**src/ispa_pkg.sv**
```systemverilog
// Constants, types and decode helpers for the indexed and stack-relative address generator
package ispa_pkg;

	// ----------------------------------------------------------------
	// Widths and reset values
	// ----------------------------------------------------------------
	localparam int ISPA_ADDR_W = 16;
	localparam logic [7:0] ISPA_UPPER_RESET = 8'h00;
	localparam logic [15:0] ISPA_EA_RESET = 16'h0000;
	localparam logic [7:0] ISPA_BYTE_RESET = 8'h00;

	// ----------------------------------------------------------------
	// Opcode map fields
	// ----------------------------------------------------------------
	localparam logic [7:0] ISPA_PREBYTE = 8'h9E;
	localparam logic [3:0] ISPA_ROW_IX_ALU = 4'hF;
	localparam logic [3:0] ISPA_ROW_IX1_ALU = 4'hE;
	localparam logic [3:0] ISPA_ROW_IX2_ALU = 4'hD;
	localparam logic [3:0] ISPA_ROW_IX_RMW = 4'h7;
	localparam logic [3:0] ISPA_ROW_IX1_RMW = 4'h6;
	localparam logic [3:0] ISPA_LO_JUMP = 4'hC;
	localparam logic [3:0] ISPA_LO_CALL = 4'hD;
	localparam logic [3:0] ISPA_LO_CMP_BRANCH = 4'h1;
	localparam logic [3:0] ISPA_LO_GAP_A = 4'h2;
	localparam logic [3:0] ISPA_LO_GAP_B = 4'h5;
	localparam logic [3:0] ISPA_LO_GAP_C = 4'hE;

	// Instructions allowed to change the upper index byte
	localparam logic [7:0] ISPA_OP_ADD_IMM_TO_POINTER = 8'hA7;
	localparam logic [7:0] ISPA_OP_CBR_EQ_POSTINC = 8'h71;
	localparam logic [7:0] ISPA_OP_CBR_EQ_OFF_POSTINC = 8'h61;
	localparam logic [7:0] ISPA_OP_LOAD_PAIR_IMM = 8'h45;
	localparam logic [7:0] ISPA_OP_LOAD_PAIR_DIR = 8'h55;
	localparam logic [7:0] ISPA_OP_MOVE_DIR_POSTINC = 8'h5E;
	localparam logic [7:0] ISPA_OP_MOVE_POSTINC_DIR = 8'h7E;
	localparam logic [7:0] ISPA_OP_DIVIDE = 8'h52;
	localparam logic [7:0] ISPA_OP_PULL_UPPER = 8'h8A;
	localparam logic [7:0] ISPA_OP_STACK_TO_POINTER = 8'h95;

	// ----------------------------------------------------------------
	// Instruction lengths and cycle figures
	// ----------------------------------------------------------------
	localparam logic [2:0] ISPA_LEN_NONE = 3'h0;
	localparam logic [2:0] ISPA_LEN_IX = 3'h1;
	localparam logic [2:0] ISPA_LEN_IX1 = 3'h2;
	localparam logic [2:0] ISPA_LEN_IX2 = 3'h3;
	localparam logic [2:0] ISPA_LEN_SP1 = 3'h3;
	localparam logic [2:0] ISPA_LEN_SP2 = 3'h4;
	localparam logic [1:0] ISPA_PREBYTE_EXTRA_CYCLES = 2'h1;

	typedef enum logic [4:0] {
		ISPA_MODE_NONE = 5'h00,
		ISPA_MODE_IX = 5'h01,
		ISPA_MODE_IX1 = 5'h02,
		ISPA_MODE_IX2 = 5'h04,
		ISPA_MODE_SP1 = 5'h08,
		ISPA_MODE_SP2 = 5'h10
	} ispa_mode_e;

	// ----------------------------------------------------------------
	// Decode helpers
	// ----------------------------------------------------------------
	function automatic logic ispa_is_rmw_gap(input logic [3:0] lo);
		return (lo == ISPA_LO_GAP_A) || (lo == ISPA_LO_GAP_B) || (lo == ISPA_LO_GAP_C);
	endfunction

	// Addressing mode selected by an opcode, with or without the prebyte
	function automatic ispa_mode_e ispa_row_mode(input logic [7:0] opc, input logic pre);
		ispa_mode_e m;
		m = ISPA_MODE_NONE;
		if (!pre)
		begin
			case (opc[7:4])
				ISPA_ROW_IX_ALU: m = ISPA_MODE_IX;
				ISPA_ROW_IX1_ALU: m = ISPA_MODE_IX1;
				ISPA_ROW_IX2_ALU: m = ISPA_MODE_IX2;
				ISPA_ROW_IX_RMW, ISPA_ROW_IX1_RMW:
				begin
					// Post-increment compare and the gaps belong to other modes
					if (!ispa_is_rmw_gap(opc[3:0]) && opc[3:0] != ISPA_LO_CMP_BRANCH)
						m = (opc[7:4] == ISPA_ROW_IX_RMW) ? ISPA_MODE_IX : ISPA_MODE_IX1;
				end
				default: m = ISPA_MODE_NONE;
			endcase
		end
		else
		begin
			case (opc[7:4])
				ISPA_ROW_IX1_ALU, ISPA_ROW_IX1_RMW: m = ISPA_MODE_SP1;
				ISPA_ROW_IX2_ALU: m = ISPA_MODE_SP2;
				default: m = ISPA_MODE_NONE;
			endcase
		end
		return m;
	endfunction

	function automatic logic ispa_is_upper_modifier(input logic [7:0] opc);
		return (opc == ISPA_OP_ADD_IMM_TO_POINTER) || (opc == ISPA_OP_CBR_EQ_POSTINC) ||
			(opc == ISPA_OP_CBR_EQ_OFF_POSTINC) || (opc == ISPA_OP_LOAD_PAIR_IMM) ||
			(opc == ISPA_OP_LOAD_PAIR_DIR) || (opc == ISPA_OP_MOVE_DIR_POSTINC) ||
			(opc == ISPA_OP_MOVE_POSTINC_DIR) || (opc == ISPA_OP_DIVIDE) ||
			(opc == ISPA_OP_PULL_UPPER) || (opc == ISPA_OP_STACK_TO_POINTER);
	endfunction

endpackage

```
**src/ispa_calc_if.sv**
```systemverilog
// Carrier between the sequencer and the address adder
interface ispa_calc_if;
	logic [15:0] base;
	logic [15:0] offset;
	logic [15:0] sum;
	logic [7:0] opcode;
	ispa_pkg::ispa_mode_e mode;
	logic legal;
	logic rmw;

	modport core (output base, output offset, output opcode, output mode, input sum, input legal, input rmw);
	modport calc (input base, input offset, input opcode, input mode, output sum, output legal, output rmw);
endinterface

```
**src/ispa_addr_gen.sv**
```systemverilog
// Operand address generator for indexed and stack-pointer-relative modes
//
// Overview of operation
// - No offset: address is whole index pair
// - Upper index stays zero unless modifier writes
// - 8-bit offset: index pair plus unsigned byte
// - 16-bit offset: index pair plus unsigned word
// - First offset byte is high, second low
// - Stack 8-bit: stack pointer plus unsigned byte
// - Stack 16-bit: stack pointer plus word
// - Stack forms need prebyte, one extra cycle
// - Prebyte and opcode form two-byte opcode field
// - Modify and test ops lack 16-bit index form
// - Stack forms: subset of ops, no jumps
module ispa_addr_gen #(
	parameter int ADDR_W = 16
) (
	// Clock and reset
	input wire logic clk_in,
	input wire logic rst_n_in,
	// Instruction byte stream
	input wire logic byte_valid_in,
	input wire logic [7:0] byte_in,
	// Pointer state from the core
	input wire logic [7:0] index_low_in,
	input wire logic [15:0] sp_in,
	// Upper index write from the executing instruction
	input wire logic upper_load_in,
	input wire logic [7:0] upper_data_in,
	input wire logic [7:0] exec_opcode_in,
	// Address result
	output logic ea_valid_out,
	output logic [15:0] ea_out,
	output ispa_pkg::ispa_mode_e mode_out,
	output logic [2:0] length_out,
	output logic [1:0] extra_cycles_out,
	output logic [7:0] opcode_out,
	output logic prefixed_out,
	output logic rmw_out,
	output logic reject_out,
	// Sequencer and index state
	output logic busy_out,
	output logic [7:0] upper_index_out
);

	// ----------------------------------------------------------------
	// Elaboration checks
	// ----------------------------------------------------------------
	// The index pair and all offsets are 16 bits wide
	if (ADDR_W != ispa_pkg::ISPA_ADDR_W)
	begin : g_bad_width
		$error("ispa_addr_gen: ADDR_W must be 16");
	end

	// ----------------------------------------------------------------
	// Types and state
	// ----------------------------------------------------------------
	typedef enum logic [3:0] {
		ST_OPCODE = 4'h1,
		ST_PREFIXED = 4'h2,
		ST_OFF_HI = 4'h4,
		ST_OFF_LO = 4'h8
	} ispa_state_e;

	ispa_state_e state;
	ispa_state_e next_state;
	ispa_pkg::ispa_mode_e mode;
	ispa_pkg::ispa_mode_e next_mode;
	logic [7:0] opcode;
	logic [7:0] next_opcode;
	logic [7:0] off_hi;
	logic [7:0] next_off_hi;
	logic prefixed;
	logic next_prefixed;

	logic next_ea_valid;
	logic [15:0] next_ea;
	ispa_pkg::ispa_mode_e next_mode_out;
	logic [2:0] next_length;
	logic [1:0] next_extra_cycles;
	logic [7:0] next_opcode_out;
	logic next_prefixed_out;
	logic next_rmw;
	logic next_reject;

	logic [7:0] upper;
	logic [7:0] next_upper;

	// Decode of the byte now on the stream
	ispa_pkg::ispa_mode_e dec_mode;
	logic finish;
	logic [15:0] fin_offset;

	ispa_calc_if calc_if ();

	ispa_ea_adder u_adder (
		.calc_if(calc_if.calc)
	);

	// ----------------------------------------------------------------
	// Helpers
	// ----------------------------------------------------------------
	function automatic logic [2:0] mode_length(input ispa_pkg::ispa_mode_e m);
		logic [2:0] len;
		len = ispa_pkg::ISPA_LEN_NONE;
		case (m)
			ispa_pkg::ISPA_MODE_IX: len = ispa_pkg::ISPA_LEN_IX;
			ispa_pkg::ISPA_MODE_IX1: len = ispa_pkg::ISPA_LEN_IX1;
			ispa_pkg::ISPA_MODE_IX2: len = ispa_pkg::ISPA_LEN_IX2;
			ispa_pkg::ISPA_MODE_SP1: len = ispa_pkg::ISPA_LEN_SP1;
			ispa_pkg::ISPA_MODE_SP2: len = ispa_pkg::ISPA_LEN_SP2;
			default: len = ispa_pkg::ISPA_LEN_NONE;
		endcase
		return len;
	endfunction

	function automatic logic is_stack_mode(input ispa_pkg::ispa_mode_e m);
		return (m == ispa_pkg::ISPA_MODE_SP1) || (m == ispa_pkg::ISPA_MODE_SP2);
	endfunction

	// ----------------------------------------------------------------
	// Opcode decode and adder operands
	// ----------------------------------------------------------------
	always_comb
	begin
		// Prebyte already seen selects the stack-relative rows
		dec_mode = ispa_pkg::ispa_row_mode(byte_in, state == ST_PREFIXED);
		// Legality is judged on the live opcode before it is stored
		if (state == ST_OPCODE || state == ST_PREFIXED)
		begin
			calc_if.mode = dec_mode;
			calc_if.opcode = byte_in;
		end
		else
		begin
			calc_if.mode = mode;
			calc_if.opcode = opcode;
		end
		if (is_stack_mode(calc_if.mode))
			calc_if.base = sp_in;
		else
			calc_if.base = {upper, index_low_in};
		calc_if.offset = fin_offset;
	end

	// ----------------------------------------------------------------
	// Sequencer
	// ----------------------------------------------------------------
	always_comb
	begin
		next_state = state;
		next_mode = mode;
		next_opcode = opcode;
		next_off_hi = off_hi;
		next_prefixed = prefixed;
		next_reject = 1'b0;
		finish = 1'b0;
		fin_offset = 16'h0000;
		case (state)
			ST_OPCODE:
			begin
				if (byte_valid_in)
				begin
					if (byte_in == ispa_pkg::ISPA_PREBYTE)
					begin
						next_state = ST_PREFIXED;
						next_prefixed = 1'b1;
					end
					else if (dec_mode != ispa_pkg::ISPA_MODE_NONE)
					begin
						next_mode = dec_mode;
						next_opcode = byte_in;
						next_prefixed = 1'b0;
						case (dec_mode)
							ispa_pkg::ISPA_MODE_IX:
							begin
								// Single-byte form: the pair alone is the address
								finish = 1'b1;
								fin_offset = 16'h0000;
							end
							ispa_pkg::ISPA_MODE_IX1: next_state = ST_OFF_LO;
							ispa_pkg::ISPA_MODE_IX2: next_state = ST_OFF_HI;
							default: next_state = ST_OPCODE;
						endcase
					end
				end
			end
			ST_PREFIXED:
			begin
				if (byte_valid_in)
				begin
					if (dec_mode == ispa_pkg::ISPA_MODE_NONE || !calc_if.legal)
					begin
						// Unsupported second byte: drop it and wait for a new opcode
						next_reject = 1'b1;
						next_prefixed = 1'b0;
						next_state = ST_OPCODE;
					end
					else
					begin
						next_mode = dec_mode;
						next_opcode = byte_in;
						if (dec_mode == ispa_pkg::ISPA_MODE_SP2)
							next_state = ST_OFF_HI;
						else
							next_state = ST_OFF_LO;
					end
				end
			end
			ST_OFF_HI:
			begin
				if (byte_valid_in)
				begin
					next_off_hi = byte_in;
					next_state = ST_OFF_LO;
				end
			end
			ST_OFF_LO:
			begin
				if (byte_valid_in)
				begin
					finish = 1'b1;
					if (mode == ispa_pkg::ISPA_MODE_IX2 || mode == ispa_pkg::ISPA_MODE_SP2)
						fin_offset = {off_hi, byte_in};
					else
						fin_offset = {8'h00, byte_in};
					next_state = ST_OPCODE;
				end
			end
			default:
			begin
				next_state = ST_OPCODE;
				next_prefixed = 1'b0;
			end
		endcase
	end

	always_ff @(posedge clk_in or negedge rst_n_in)
	begin
		if (!rst_n_in)
		begin
			state <= ST_OPCODE;
			mode <= ispa_pkg::ISPA_MODE_NONE;
			opcode <= ispa_pkg::ISPA_BYTE_RESET;
			off_hi <= ispa_pkg::ISPA_BYTE_RESET;
			prefixed <= 1'b0;
		end
		else
		begin
			state <= next_state;
			mode <= next_mode;
			opcode <= next_opcode;
			off_hi <= next_off_hi;
			prefixed <= next_prefixed;
		end
	end

	// ----------------------------------------------------------------
	// Result registers
	// ----------------------------------------------------------------
	always_comb
	begin
		next_ea_valid = finish;
		next_ea = ea_out;
		next_mode_out = mode_out;
		next_length = length_out;
		next_extra_cycles = extra_cycles_out;
		next_opcode_out = opcode_out;
		next_prefixed_out = prefixed_out;
		next_rmw = rmw_out;
		if (finish)
		begin
			next_ea = calc_if.sum;
			next_mode_out = calc_if.mode;
			next_length = mode_length(calc_if.mode);
			next_opcode_out = calc_if.opcode;
			next_prefixed_out = is_stack_mode(calc_if.mode);
			next_rmw = calc_if.rmw;
			// Prebyte fetch costs exactly one cycle over the index form
			if (is_stack_mode(calc_if.mode))
				next_extra_cycles = ispa_pkg::ISPA_PREBYTE_EXTRA_CYCLES;
			else
				next_extra_cycles = 2'h0;
		end
	end

	always_ff @(posedge clk_in or negedge rst_n_in)
	begin
		if (!rst_n_in)
		begin
			ea_valid_out <= 1'b0;
			ea_out <= ispa_pkg::ISPA_EA_RESET;
			mode_out <= ispa_pkg::ISPA_MODE_NONE;
			length_out <= ispa_pkg::ISPA_LEN_NONE;
			extra_cycles_out <= 2'h0;
			opcode_out <= ispa_pkg::ISPA_BYTE_RESET;
			prefixed_out <= 1'b0;
			rmw_out <= 1'b0;
			reject_out <= 1'b0;
		end
		else
		begin
			ea_valid_out <= next_ea_valid;
			ea_out <= next_ea;
			mode_out <= next_mode_out;
			length_out <= next_length;
			extra_cycles_out <= next_extra_cycles;
			opcode_out <= next_opcode_out;
			prefixed_out <= next_prefixed_out;
			rmw_out <= next_rmw;
			reject_out <= next_reject;
		end
	end

	// ----------------------------------------------------------------
	// Upper index byte
	// ----------------------------------------------------------------
	always_comb
	begin
		next_upper = upper;
		// Writes from any other instruction are ignored so the byte keeps its last value
		if (upper_load_in && ispa_pkg::ispa_is_upper_modifier(exec_opcode_in))
			next_upper = upper_data_in;
	end

	always_ff @(posedge clk_in or negedge rst_n_in)
	begin
		if (!rst_n_in)
			upper <= ispa_pkg::ISPA_UPPER_RESET;
		else
			upper <= next_upper;
	end

	// ----------------------------------------------------------------
	// Status outputs
	// ----------------------------------------------------------------
	assign busy_out = (state != ST_OPCODE);
	assign upper_index_out = upper;

endmodule // ispa_addr_gen

```
**src/ispa_ea_adder.sv**
```systemverilog
// Effective-address adder and per-mode legality check
module ispa_ea_adder (
	// Operands and result
	ispa_calc_if.calc calc_if
);

	// ----------------------------------------------------------------
	// Sum and legality
	// ----------------------------------------------------------------
	always_comb
	begin
		// Carry out of bit 15 is dropped on purpose, no flag is made
		calc_if.sum = calc_if.base + calc_if.offset;
		calc_if.rmw = (calc_if.opcode[7:4] == ispa_pkg::ISPA_ROW_IX_RMW) ||
			(calc_if.opcode[7:4] == ispa_pkg::ISPA_ROW_IX1_RMW);
		case (calc_if.mode)
			ispa_pkg::ISPA_MODE_IX, ispa_pkg::ISPA_MODE_IX1: calc_if.legal = 1'b1;
			ispa_pkg::ISPA_MODE_IX2: calc_if.legal = !calc_if.rmw;
			ispa_pkg::ISPA_MODE_SP1:
			begin
				if (calc_if.rmw)
					calc_if.legal = !ispa_pkg::ispa_is_rmw_gap(calc_if.opcode[3:0]);
				else
					calc_if.legal = (calc_if.opcode[3:0] != ispa_pkg::ISPA_LO_JUMP) &&
						(calc_if.opcode[3:0] != ispa_pkg::ISPA_LO_CALL);
			end
			ispa_pkg::ISPA_MODE_SP2:
				calc_if.legal = !calc_if.rmw && (calc_if.opcode[3:0] != ispa_pkg::ISPA_LO_JUMP) &&
					(calc_if.opcode[3:0] != ispa_pkg::ISPA_LO_CALL);
			default: calc_if.legal = 1'b0;
		endcase
	end

endmodule // ispa_ea_adder

```
**config.mk**
```make
export PLATFORM = sky130hd
export DESIGN_NAME = ispa_addr_gen
export DESIGN_NICKNAME = d
export VERILOG_FILES = /design/src/ispa_pkg.sv /design/src/ispa_calc_if.sv /design/src/ispa_addr_gen.sv /design/src/ispa_ea_adder.sv
export SDC_FILE = /design/constraint.sdc
export NUM_CORES = 1
export LEC_CHECK = 0
export BUFFER_PORTS_ARGS = -buffer_cell sky130_fd_sc_hd__buf_2
export CORE_UTILIZATION = 49
export CTS_CLUSTER_DIAMETER = 50
export DETAILED_ROUTE_END_ITERATION = 16
export PLACE_DENSITY = 0.76
export REMOVE_ABC_BUFFERS = 1
export SYNTH_ARGS = -nofsm -noshare
export SYNTH_HDL_FRONTEND = slang
export SYNTH_SLANG_ARGS = --single-unit
```
**constraint.sdc**
```tcl
create_clock -name clk_in -period 4.95 [get_ports clk_in]
set_clock_uncertainty 0.2 [all_clocks]
set_input_delay 0.495 -clock clk_in [delete_from_list [all_inputs] [get_ports clk_in]]
set_output_delay 0.495 -clock clk_in [all_outputs]
set_load 0.03 [all_outputs]
```
**After elaboration in Yosys (flattened, before gate mapping)**

Index checks and enable logic that the tools add are counted.

- Equal/unequal tests: 52
- Add/sub/neg operators: 1
- Reductions and logical operators: 37
- Multiplexer cells: 46

Operator list:

| cell | count |
|---|---|
| $mux 16 | 4 |
| $eq 8x7->1 const B | 7 |
| $mux 8 | 6 |
| $mux 5 | 7 |
| $eq 8x8->1 const B | 4 |
| $mux 4 | 8 |
| $eq 4x3->1 const B | 7 |
| $eq 4x4->1 const B | 6 |
| $pmux 3 s4 | 2 |
| $pmux 5 s2 | 2 |
| $logic_or 1x1->1 | 18 |
| $add 16x16->16 | 1 |
| $pmux 4 s4 | 1 |
| $pmux 8 s2 | 1 |
| $eq 5x3->1 const B | 3 |
| $eq 5x5->1 const B | 3 |
| $eq 4x2->1 const B | 3 |
| $ne 2x2->1 const B | 6 |
| $pmux 4 s3 | 1 |
| $reduce_and 6->1 | 2 |
| $eq 5x1->1 const B | 2 |
| $eq 5x2->1 const B | 2 |
| $mux 1 | 10 |
| $ne 4x1->1 const B | 2 |
| other kinds (16) | 28 |

- Output and inout port bits: 47
- Register bits: 71
- Word-level logic and storage cells: 150

**Logic depth before layout (Yosys ltp)**

Gate-level depths: netlist of the first run.

- Word-level depth: 17
- Gate-level depth with buffers: 19
- Depth with buffers taken out: 17

**Cells and area by module**

Synthesis of the first run repeated with hierarchy kept, for this count alone.

- Cell total of the unflattened synthesis: 463
- Area total of the unflattened synthesis: 4,469.3 um2

By module, submodules not included:

| module | area an instance (um2) | cells an instance | times used |
|---|---|---|---|
| ispa_addr_gen | 3,703.6 | 362 | 1 |
| ispa_ea_adder | 765.7 | 101 | 1 |

**Least setup slack after synthesis of the first run**

No wires, ideal clock.

- Path kind: in2reg
- Start point: input port byte_in[1]
- End point: register ea_out[15]
- Stages on the path: 16
- Path buffers: 2
- Data arrival time: 4.555 ns
- Required time: 4.616 ns
- Library setup time: 0.134 ns
- Setup slack: 0.062 ns
- Cell sequence: buf_4 > or3b_1 > a211oi_1 > nor3_1 > a211oi_4 > buf_2 > mux2_2 > ha_1 > o21ai_0 > o21ai_0 > or4_1 > a221o_1 > a311oi_1 > o21ai_0 > xnor2_1 > o21ai_0

- Word-level cells in the longest chain between the ends: 14
- Elaborated cells between the ends (all ways): 28

Ends and longest elaborated chain:

| element | RTL line | RTL |
|---|---|---|
| start, declared | ispa_addr_gen.sv:23 | `input wire logic [7:0] byte_in,` |
| branches (longest 14 deep; another with $mux 16) | n/a |  |
| end signal, assigned | ispa_addr_gen.sv:292 | `ea_out <= ispa_pkg::ISPA_EA_RESET;` |
| end signal, assigned | ispa_addr_gen.sv:304 | `ea_out <= next_ea;` |
| end, declared | ispa_addr_gen.sv:33 | `output logic [15:0] ea_out,` |

Parallel ways; which one is timed is not known.
A chain may end at the register's enable or synchronous reset.

**Final worst setup path of the first run**

- Start point: register state[2]
- End point: register ea_out[13]

- Word-level cells in the longest chain between the ends: 8
- Elaborated cells between the ends (all ways): 19

Ends and longest elaborated chain:

| element | RTL line | RTL |
|---|---|---|
| start, declared | ispa_addr_gen.sv:65 | `ispa_state_e state;` |
| start signal, assigned | ispa_addr_gen.sv:250 | `state <= next_state;` |
| branches (longest 8 deep; another with $add 16x16->16) | n/a |  |

Parallel ways; which one is timed is not known.

==> metrics.md, run 1 <==
| Metric | Value |
|---|---|
| Status | finished clean |
| R2R setup slack | 0.26 ns |
| CTS H-Tree Depth | 3 |
| Crit path top cell by count | buf_4 |
| Placer Congestion | 0.886 |
| Largest family of logic cells by synthesized area | simple AND/OR/NAND/NOR gates |
| Rel. slew slack | 40.7% |
| Cells after Synth | 451 |
| Synth cell types | 60 |
| CP max-delay cell | or4b_4 |
| IO Count | 99 |
| Post-route setup slack | 0.264 ns |
| Worst R2R Path Depth | 14 |
| Via/cell ratio | 5.49 |
| Count of input and output buffers | 97 |
| Post-synthesis xor/xnor area fraction | 4.84% |
| Initial Util | 51.8% |
| CTS buffer count | 9 |
| Placed cells | 646 |
| CP Capture Type | flip-flop |
| DIE HEIGHT | 96.1 um |
| Largest net degree at the start of global routing | 40 |
| Max-slew violation count | 0 |
| Dpl ws | -0.0202 ns |
| Share of cells above drive strength 1 | 33.6% |
| Number of synthesized register bits | 69 |
| Detail Placement HPWL | 7.82 mm |
| Via count | 3648 |
| Sequential fraction of the synthesis area | 39.8% |
| Total power | 2310 uW |
| Minimum clock period | 4.69 ns |
| Leakage | 0.00259 uW |
| N_diodes | 0 |
| Ys Warns | 0 |
| Crit Path Max Fanout | 12 |
| Cell Chain, Critical Path | or4b_4, a21oi_2, o221ai_2, a211oi_4, buf_4, buf_4, mux2_2, ha_1, or4_1, a221o_1, a311oi_2, buf_4, xor2_1, o21ai_0 |
| Adder-Cell Fraction of Synth Area | 5.07% |
| Initial DRC Count | 181 |
| GRT Resource Usage Total | 23.9% |
| Fill count | 755 |
| Final worst path period share | 94.7% |
| DR WL/cell | 15.5 um |
| Final setup fails | 0 |
| Crit Path Category | flip-flop to flip-flop |
| Peak supply drop | 0.000352 V |
| Clk Latency, worst-skew pair | 0.34 ns |
| Number of max-cap violations | 0 |
| CP arrival | 4.69 ns |
| GRT overflow | 0 |
| Count of final hold-check violations | 0 |
| First-pass GRT wire length | 16.9 mm |
| Critical path required time | 4.96 ns |
| Clk sinks | 69 |
| Drc violations | 0 |
| Vias in the first global route | 3500 |
| Final wirelength | 10.3 mm |
| Mean post-synth cell area | 9.62 um^2 |
| Post-synthesis compound-gate area fraction | 15.0% |
| F_max | 213 MHz |
| Row count | 33 |
| Cell area after synthesis | 0.00434 mm^2 |
| Clk pin slew, worst setup/hold paths | 0.08 ns |
| Antenna viol nets, final | 0 |
| Final Non-Filler Cells | 665 |
| Asr flop ratio synth | 100% |
| CTS root buf | clkbuf_8 |
| Initial antenna violation count | 0 |
| TritonCTS clock tree | built |
| Max clock buf depth | 2 |
| Most used DFF post-synth | dfrtp_1 |
| Worst hold-check path type | input pin to asynchronous set/reset pin |
| Total core area | 0.00838 mm^2 |
| Startpoint Class | flip-flop |
| Drt first pass iters | 4 |
| Die X | 96.1 um |
| Mux share of post-synthesis cell area | 14.0% |
| Layout Nets | 624 |
| Crit path largest cell delay | 0.61 ns |
| Hold_ws | 0.0225 ns |
| Simple-gate share of the synthesized area | 17.6% |
| Power per cell area | 445 mW/mm^2 |
| Slew @ Worst Pin | 0.886 ns |
| Die ar. | 0.00924 mm^2 |
| EDFF count, synth | 0 |
| Fin util | 61.8% |
| RSZ-0062 raised after global routing | false |
| Layout area overhead | 19.4% |
## cell families (layout without fill, tap and decap cells)
logic type	count (synthesis)	after routing
adders and majority gates	17	17
muxes	54	54
buffers and inverters	30	139
AOI/OAI and AO/OA	106	106
and+or+nand+nor	150	150
other	1	1
DFF	69	69
xor gates and xnor gates	24	24
## area by class of cell
class	count	area (um^2)	share of cell area (%)
multi-input cells	352	2480	47.9
flip-flops and latches	69	1730	33.4
repair buffers	114	613	11.8
well taps	105	131	2.54
clock buffers	10	128	2.46
clock inverters	6	63.8	1.23
inverters	9	33.8	0.652
## power by group
| group | internal, uW | total (uW) | switching (uW) |
|---|---|---|---|
| clock network | 232 | 451 | 219 |
| registers | 750 | 879 | 129 |
| logic | 365 | 977 | 612 |
| total | 1350 | 2310 | 960 |
## synthesized netlist by cell type (all sizes together) (5+ instances only)
| cell | n | area share [%] |
|---|---|---|
| and3 | 9 | 1.3 |
| o21ai | 48 | 5.6 |
| dfrtp | 68 | 39 |
| xor2 | 12 | 2.4 |
| xnor2 | 12 | 2.4 |
| ha | 16 | 4.6 |
| nor2 | 21 | 1.8 |
| and2 | 10 | 1.4 |
| mux2i | 9 | 2.1 |
| a21o | 8 | 1.4 |
| nand2b | 6 | 0.87 |
| buf | 11 | 1.9 |
| clkbuf | 10 | 0.87 |
| nand2 | 65 | 5.6 |
| inv | 9 | 0.78 |
| nor3 | 6 | 0.69 |
| mux2 | 45 | 12 |
| a21oi | 27 | 3.2 |
| nor2b | 5 | 0.72 |
## timing repair
action | CTS | global route
hold buffers | 0 | 0
buffers inserted | 0 | 3
gates resized for setup | 0 | 6
endpoints found under the setup margin | 0 | 2
## layer usage
| layer | GRT usage [%] | part of all wire [%] | up-vias |
|---|---|---|---|
| met5 | 0 | 0 | - |
| met4 | 5.47 | 0.79 | 0 |
| met3 | 3.55 | 4.8 | 7 |
| met2 | 38.8 | 47 | 99 |
| met1 | 33.7 | 48 | 1725 |
| li1 | - | - | 1817 |
## sequential cells by signal, indices dropped and copies added (netlist names), 3 cells and up
register and count:
opcode 8, mode_out 5, upper_index_out 8, opcode_out 8
off_hi 8, mode 5, ea_out 16, state 4
length_out 3
## worst paths after layout
kind | end | from
min in group clk_in | upper_index_out[5] | upper_data_in[5]
worst min register to register | length_out[0] | length_out[0]
worst max register to register | ea_out[13] | state[2]
max in group asynchronous | state[0] | rst_n_in
worst max-delay path | ea_out[13] | state[2]
worst min-delay path | upper_index_out[4] | rst_n_in
## critical path: cells and delay by family (launching register included)
kind | cells | cell delay, ns
multiplexers | 1 | 0.37
flip-flops | 1 | 0.48
adder cells (fa/ha/maj) | 1 | 0.24
AO/OA/AOI/OAI | 6 | 1.43
AND/OR/NAND/NOR | 2 | 1.18
buffers and inverters | 3 | 0.53
XOR/XNOR | 1 | 0.12
## placed cells by master, fill, tap and decap left out, types with 8 or more instances in the layout
cell      count
mux2i_1       9
nor2_1       21
and3_1        9
clkbuf_8      9
xnor2_1      12
buf_2        97
mux2_2       42
xor2_1       12
buf_4        17
nand2_1      65
dfrtp_1      66
o21ai_0      44
inv_1         9
ha_1         16
and2_1       10
a21o_1        8
a21oi_1      25
## per-stage QoR
step / setup TNS, ns / instance area, um^2
after global placement: 0 / 4950
final: 0 / 5180
after floorplan: 0 / 4220
after global routing: 0 / 5180
after CTS: 0 / 5140
after detailed placement: -0.0202 / 4950
Power figures use the tool's default switching activity.
==> run 2: changes to the inputs <==
- BUFFER_PORTS_ARGS: -buffer_cell sky130_fd_sc_hd__buf_2 -> not set
- CORE_UTILIZATION: 49 -> 58
- DONT_BUFFER_PORTS: not set -> 1
==> metrics.md, run 2 (synthesis results as in run 1) <==
| Metric | Value |
|---|---|
| CTS buffer count | 9 (unchanged) |
| CP Capture Type | flip-flop (unchanged) |
| Count of input and output buffers | 0 (was 97) |
| Busiest grt layer | met2 (unchanged) |
| Commonest non-fill, non-tap cell in the layout | dfrtp_1 (was buf_2) |
| GRT overflow | 0 (unchanged) |
| RSZ-0062 raised after global routing | false (unchanged) |
| Antenna viol nets, final | 0 (unchanged) |
| Status | finished clean (unchanged) |
| Clk sinks | 69 (unchanged) |
| Drc violations | 0 (unchanged) |
| Leakage | 0.00215 uW (was 0.00259 uW) |
| Rel. slew slack | 28.7% (was 40.7%) |
| Share of power burned in registers | 52.4% (was 38.1%) |
| Biggest register | ea_out (unchanged) |
| Worst hold-check path type | input pin to flip-flop (was input pin to asynchronous set/reset pin) |
| Critical path required time | 5.02 ns (was 4.96 ns) |
| Via count | 3337 (was 3648) |
| Final wirelength | 9.88 mm (was 10.3 mm) |
| TritonCTS clock tree | built (unchanged) |
| IO Count | 99 (unchanged) |
| GRT Resource Usage Total | 27.5% (was 23.9%) |
| Via/cell ratio | 5.99 (was 5.49) |
| First-pass GRT wire length | 16.1 mm (was 16.9 mm) |
| P_sw | 920 uW (was 960 uW) |
| CP arrival | 4.80 ns (was 4.69 ns) |
| Total core area | 0.00725 mm^2 (was 0.00838 mm^2) |
| Vias in the first global route | 3276 (was 3500) |
| Most frequent cells in the layout | 68 x dfrtp_1, 65 x nand2_1, 46 x o21ai_0 (was 97 x buf_2, 66 x dfrtp_1, 65 x nand2_1) |
| Global routing met1 resource utilization | 36.5% (was 33.7%) |
| Final worst path period share | 95.4% (was 94.7%) |
| Placer Congestion | 0.896 (was 0.886) |
| Initial antenna violation count | 0 (unchanged) |
| Layout area overhead | 7.81% (was 19.4%) |
| Sw frac | 42.1% (was 41.6%) |
| Startpoint Class | flip-flop (unchanged) |
| Drt first pass iters | 5 (was 4) |
| Slew @ Worst Pin | 1.07 ns (was 0.886 ns) |
| CTS H-Tree Depth | 3 (unchanged) |
| Number of max-cap violations | 0 (unchanged) |
| Row count | 31 (was 33) |
| Die X | 88.5 um (was 96.1 um) |
| F_max | 212 MHz (was 213 MHz) |
| Crit Path Category | flip-flop to flip-flop (unchanged) |
| Max-slew violation count | 0 (unchanged) |
| DR WL/cell | 17.7 um (was 15.5 um) |
| CTS root buf | clkbuf_8 (unchanged) |
| Logic pwr share | 26.1% (was 42.4%) |
| Detail Placement HPWL | 7.16 mm (was 7.82 mm) |
| Count of final hold-check violations | 0 (unchanged) |
| DIE HEIGHT | 88.5 um (was 96.1 um) |
| Placed cells | 538 (was 646) |
| Power per cell area | 467 mW/mm^2 (was 445 mW/mm^2) |
| Clock network fraction of design power | 21.5% (was 19.5%) |
| Final Non-Filler Cells | 557 (was 665) |
| Max FFs per register | 16 (unchanged) |
| Initial DRC Count | 151 (was 181) |
| Largest net degree at the start of global routing | 70 (was 40) |
| Layout Nets | 522 (was 624) |
| Share of cells above drive strength 1 | 18.1% (was 33.6%) |
| Setup TNS Final | 0 ns (unchanged) |
| Final setup fails | 0 (unchanged) |
| Clk Latency, worst-skew pair | 0.35 ns (was 0.34 ns) |
| Clk pin slew, worst setup/hold paths | 0.08 ns (about the same) |
| Die ar. | 0.00783 mm^2 (was 0.00924 mm^2) |
| M3 GR Usage | 6.72% (was 3.55%) |
| Max clock buf depth | 2 (unchanged) |
| Peak supply drop | 0.000288 V (was 0.000352 V) |
| Int Power | 1260 uW (was 1350 uW) |
| Hold_ws | 0.0907 ns (was 0.0225 ns) |
| N_diodes | 0 (unchanged) |
| Initial Util | 59.8% (was 51.8%) |
| Crit Path Max Fanout | 10 (was 12) |
| Minimum clock period | 4.72 ns (was 4.69 ns) |
| GR Layer Usage met2 | 44.2% (was 38.8%) |
run 2: changes by cell type in the layout (fill, tap and decap cells not counted), moves of 2 or more:
cell     change
buf_4        -7
dfrtp_1      +2
o21ai_1      -2
dfrtp_2      -2
o21ai_0      +2
buf_2       -97
run 2: metal layers:
metal  part of all wire, %  wire length, um
met5                     0                0
met4                   1.4              136
met3                   6.3              627
met2                    46             4560
met1                    46             4560
run 2: cell type report:
type	count	area [um^2]
well taps	99	124
fillers	624	2570
clock buffers	11	141
flip-flops and latches	69	1730
multi-input cells	352	2480
clock inverters	5	58.8
repair buffers	12	113
inverters	9	33.8
run 2: power by group through the flow:
| stage | combinational, uW | clock, uW | sequential [uW] |
|---|---|---|---|
| after floorplan | 439 | 0 | 1110 |
| after global placement | 536 | 0 | 1140 |
| after detailed placement | 553 | 0 | 1150 |
| after CTS | 571 | 478 | 1140 |
| after global routing | 641 | 500 | 1170 |
| final | 570 | 469 | 1140 |
run 2: through the flow:
step,area (um^2),worst slack [ns],power [uW],utilization [%]
finish,4680,0.227,2180,64.5
global route,4680,0.000205,2310,64.5
detailed placement,4420,0.0292,1710,61.0
floorplan,4220,0.0293,1550,-
global placement,4420,0.183,1680,61.0
CTS,4660,0.177,2190,64.3
run 2: path summary, 6_finish.rpt:
check                                  from            endpoint  slack (ns)  depth (start not counted)
max                                state[2]          ea_out[15]        0.23                         15
min                        upper_data_in[3]  upper_index_out[3]        0.09                          1
max reg2reg                        state[2]          ea_out[15]        0.23                         15
min reg2reg                       off_hi[6]           off_hi[6]        0.30                          1
max in group asynchronous          rst_n_in            state[0]        3.69                          2
min in group asynchronous          rst_n_in           ea_out[0]        0.50                          2
run 2: what timing repair did:
action                     in CTS  in global routing
buffers inserted                0                  1
resized for setup               0                  2
hold endpoints to repair       69                  0
setup endpoints to repair       0                  1
hold buffers                    2                  0
run 2: worst max-delay path, cell delays in order (launching register included):
cell,delay [ns]
dfrtp_1,0.49
or4b_4,0.60
a21oi_2,0.15
o221ai_2,0.15
a211oi_4,0.36
buf_4,0.20
mux2_2,0.34
ha_1,0.33
o21ai_0,0.09
o21ai_0,0.12
or4_1,0.45
a221o_1,0.38
a311oi_2,0.34
o21ai_0,0.16
xnor2_1,0.14
o21ai_0,0.14
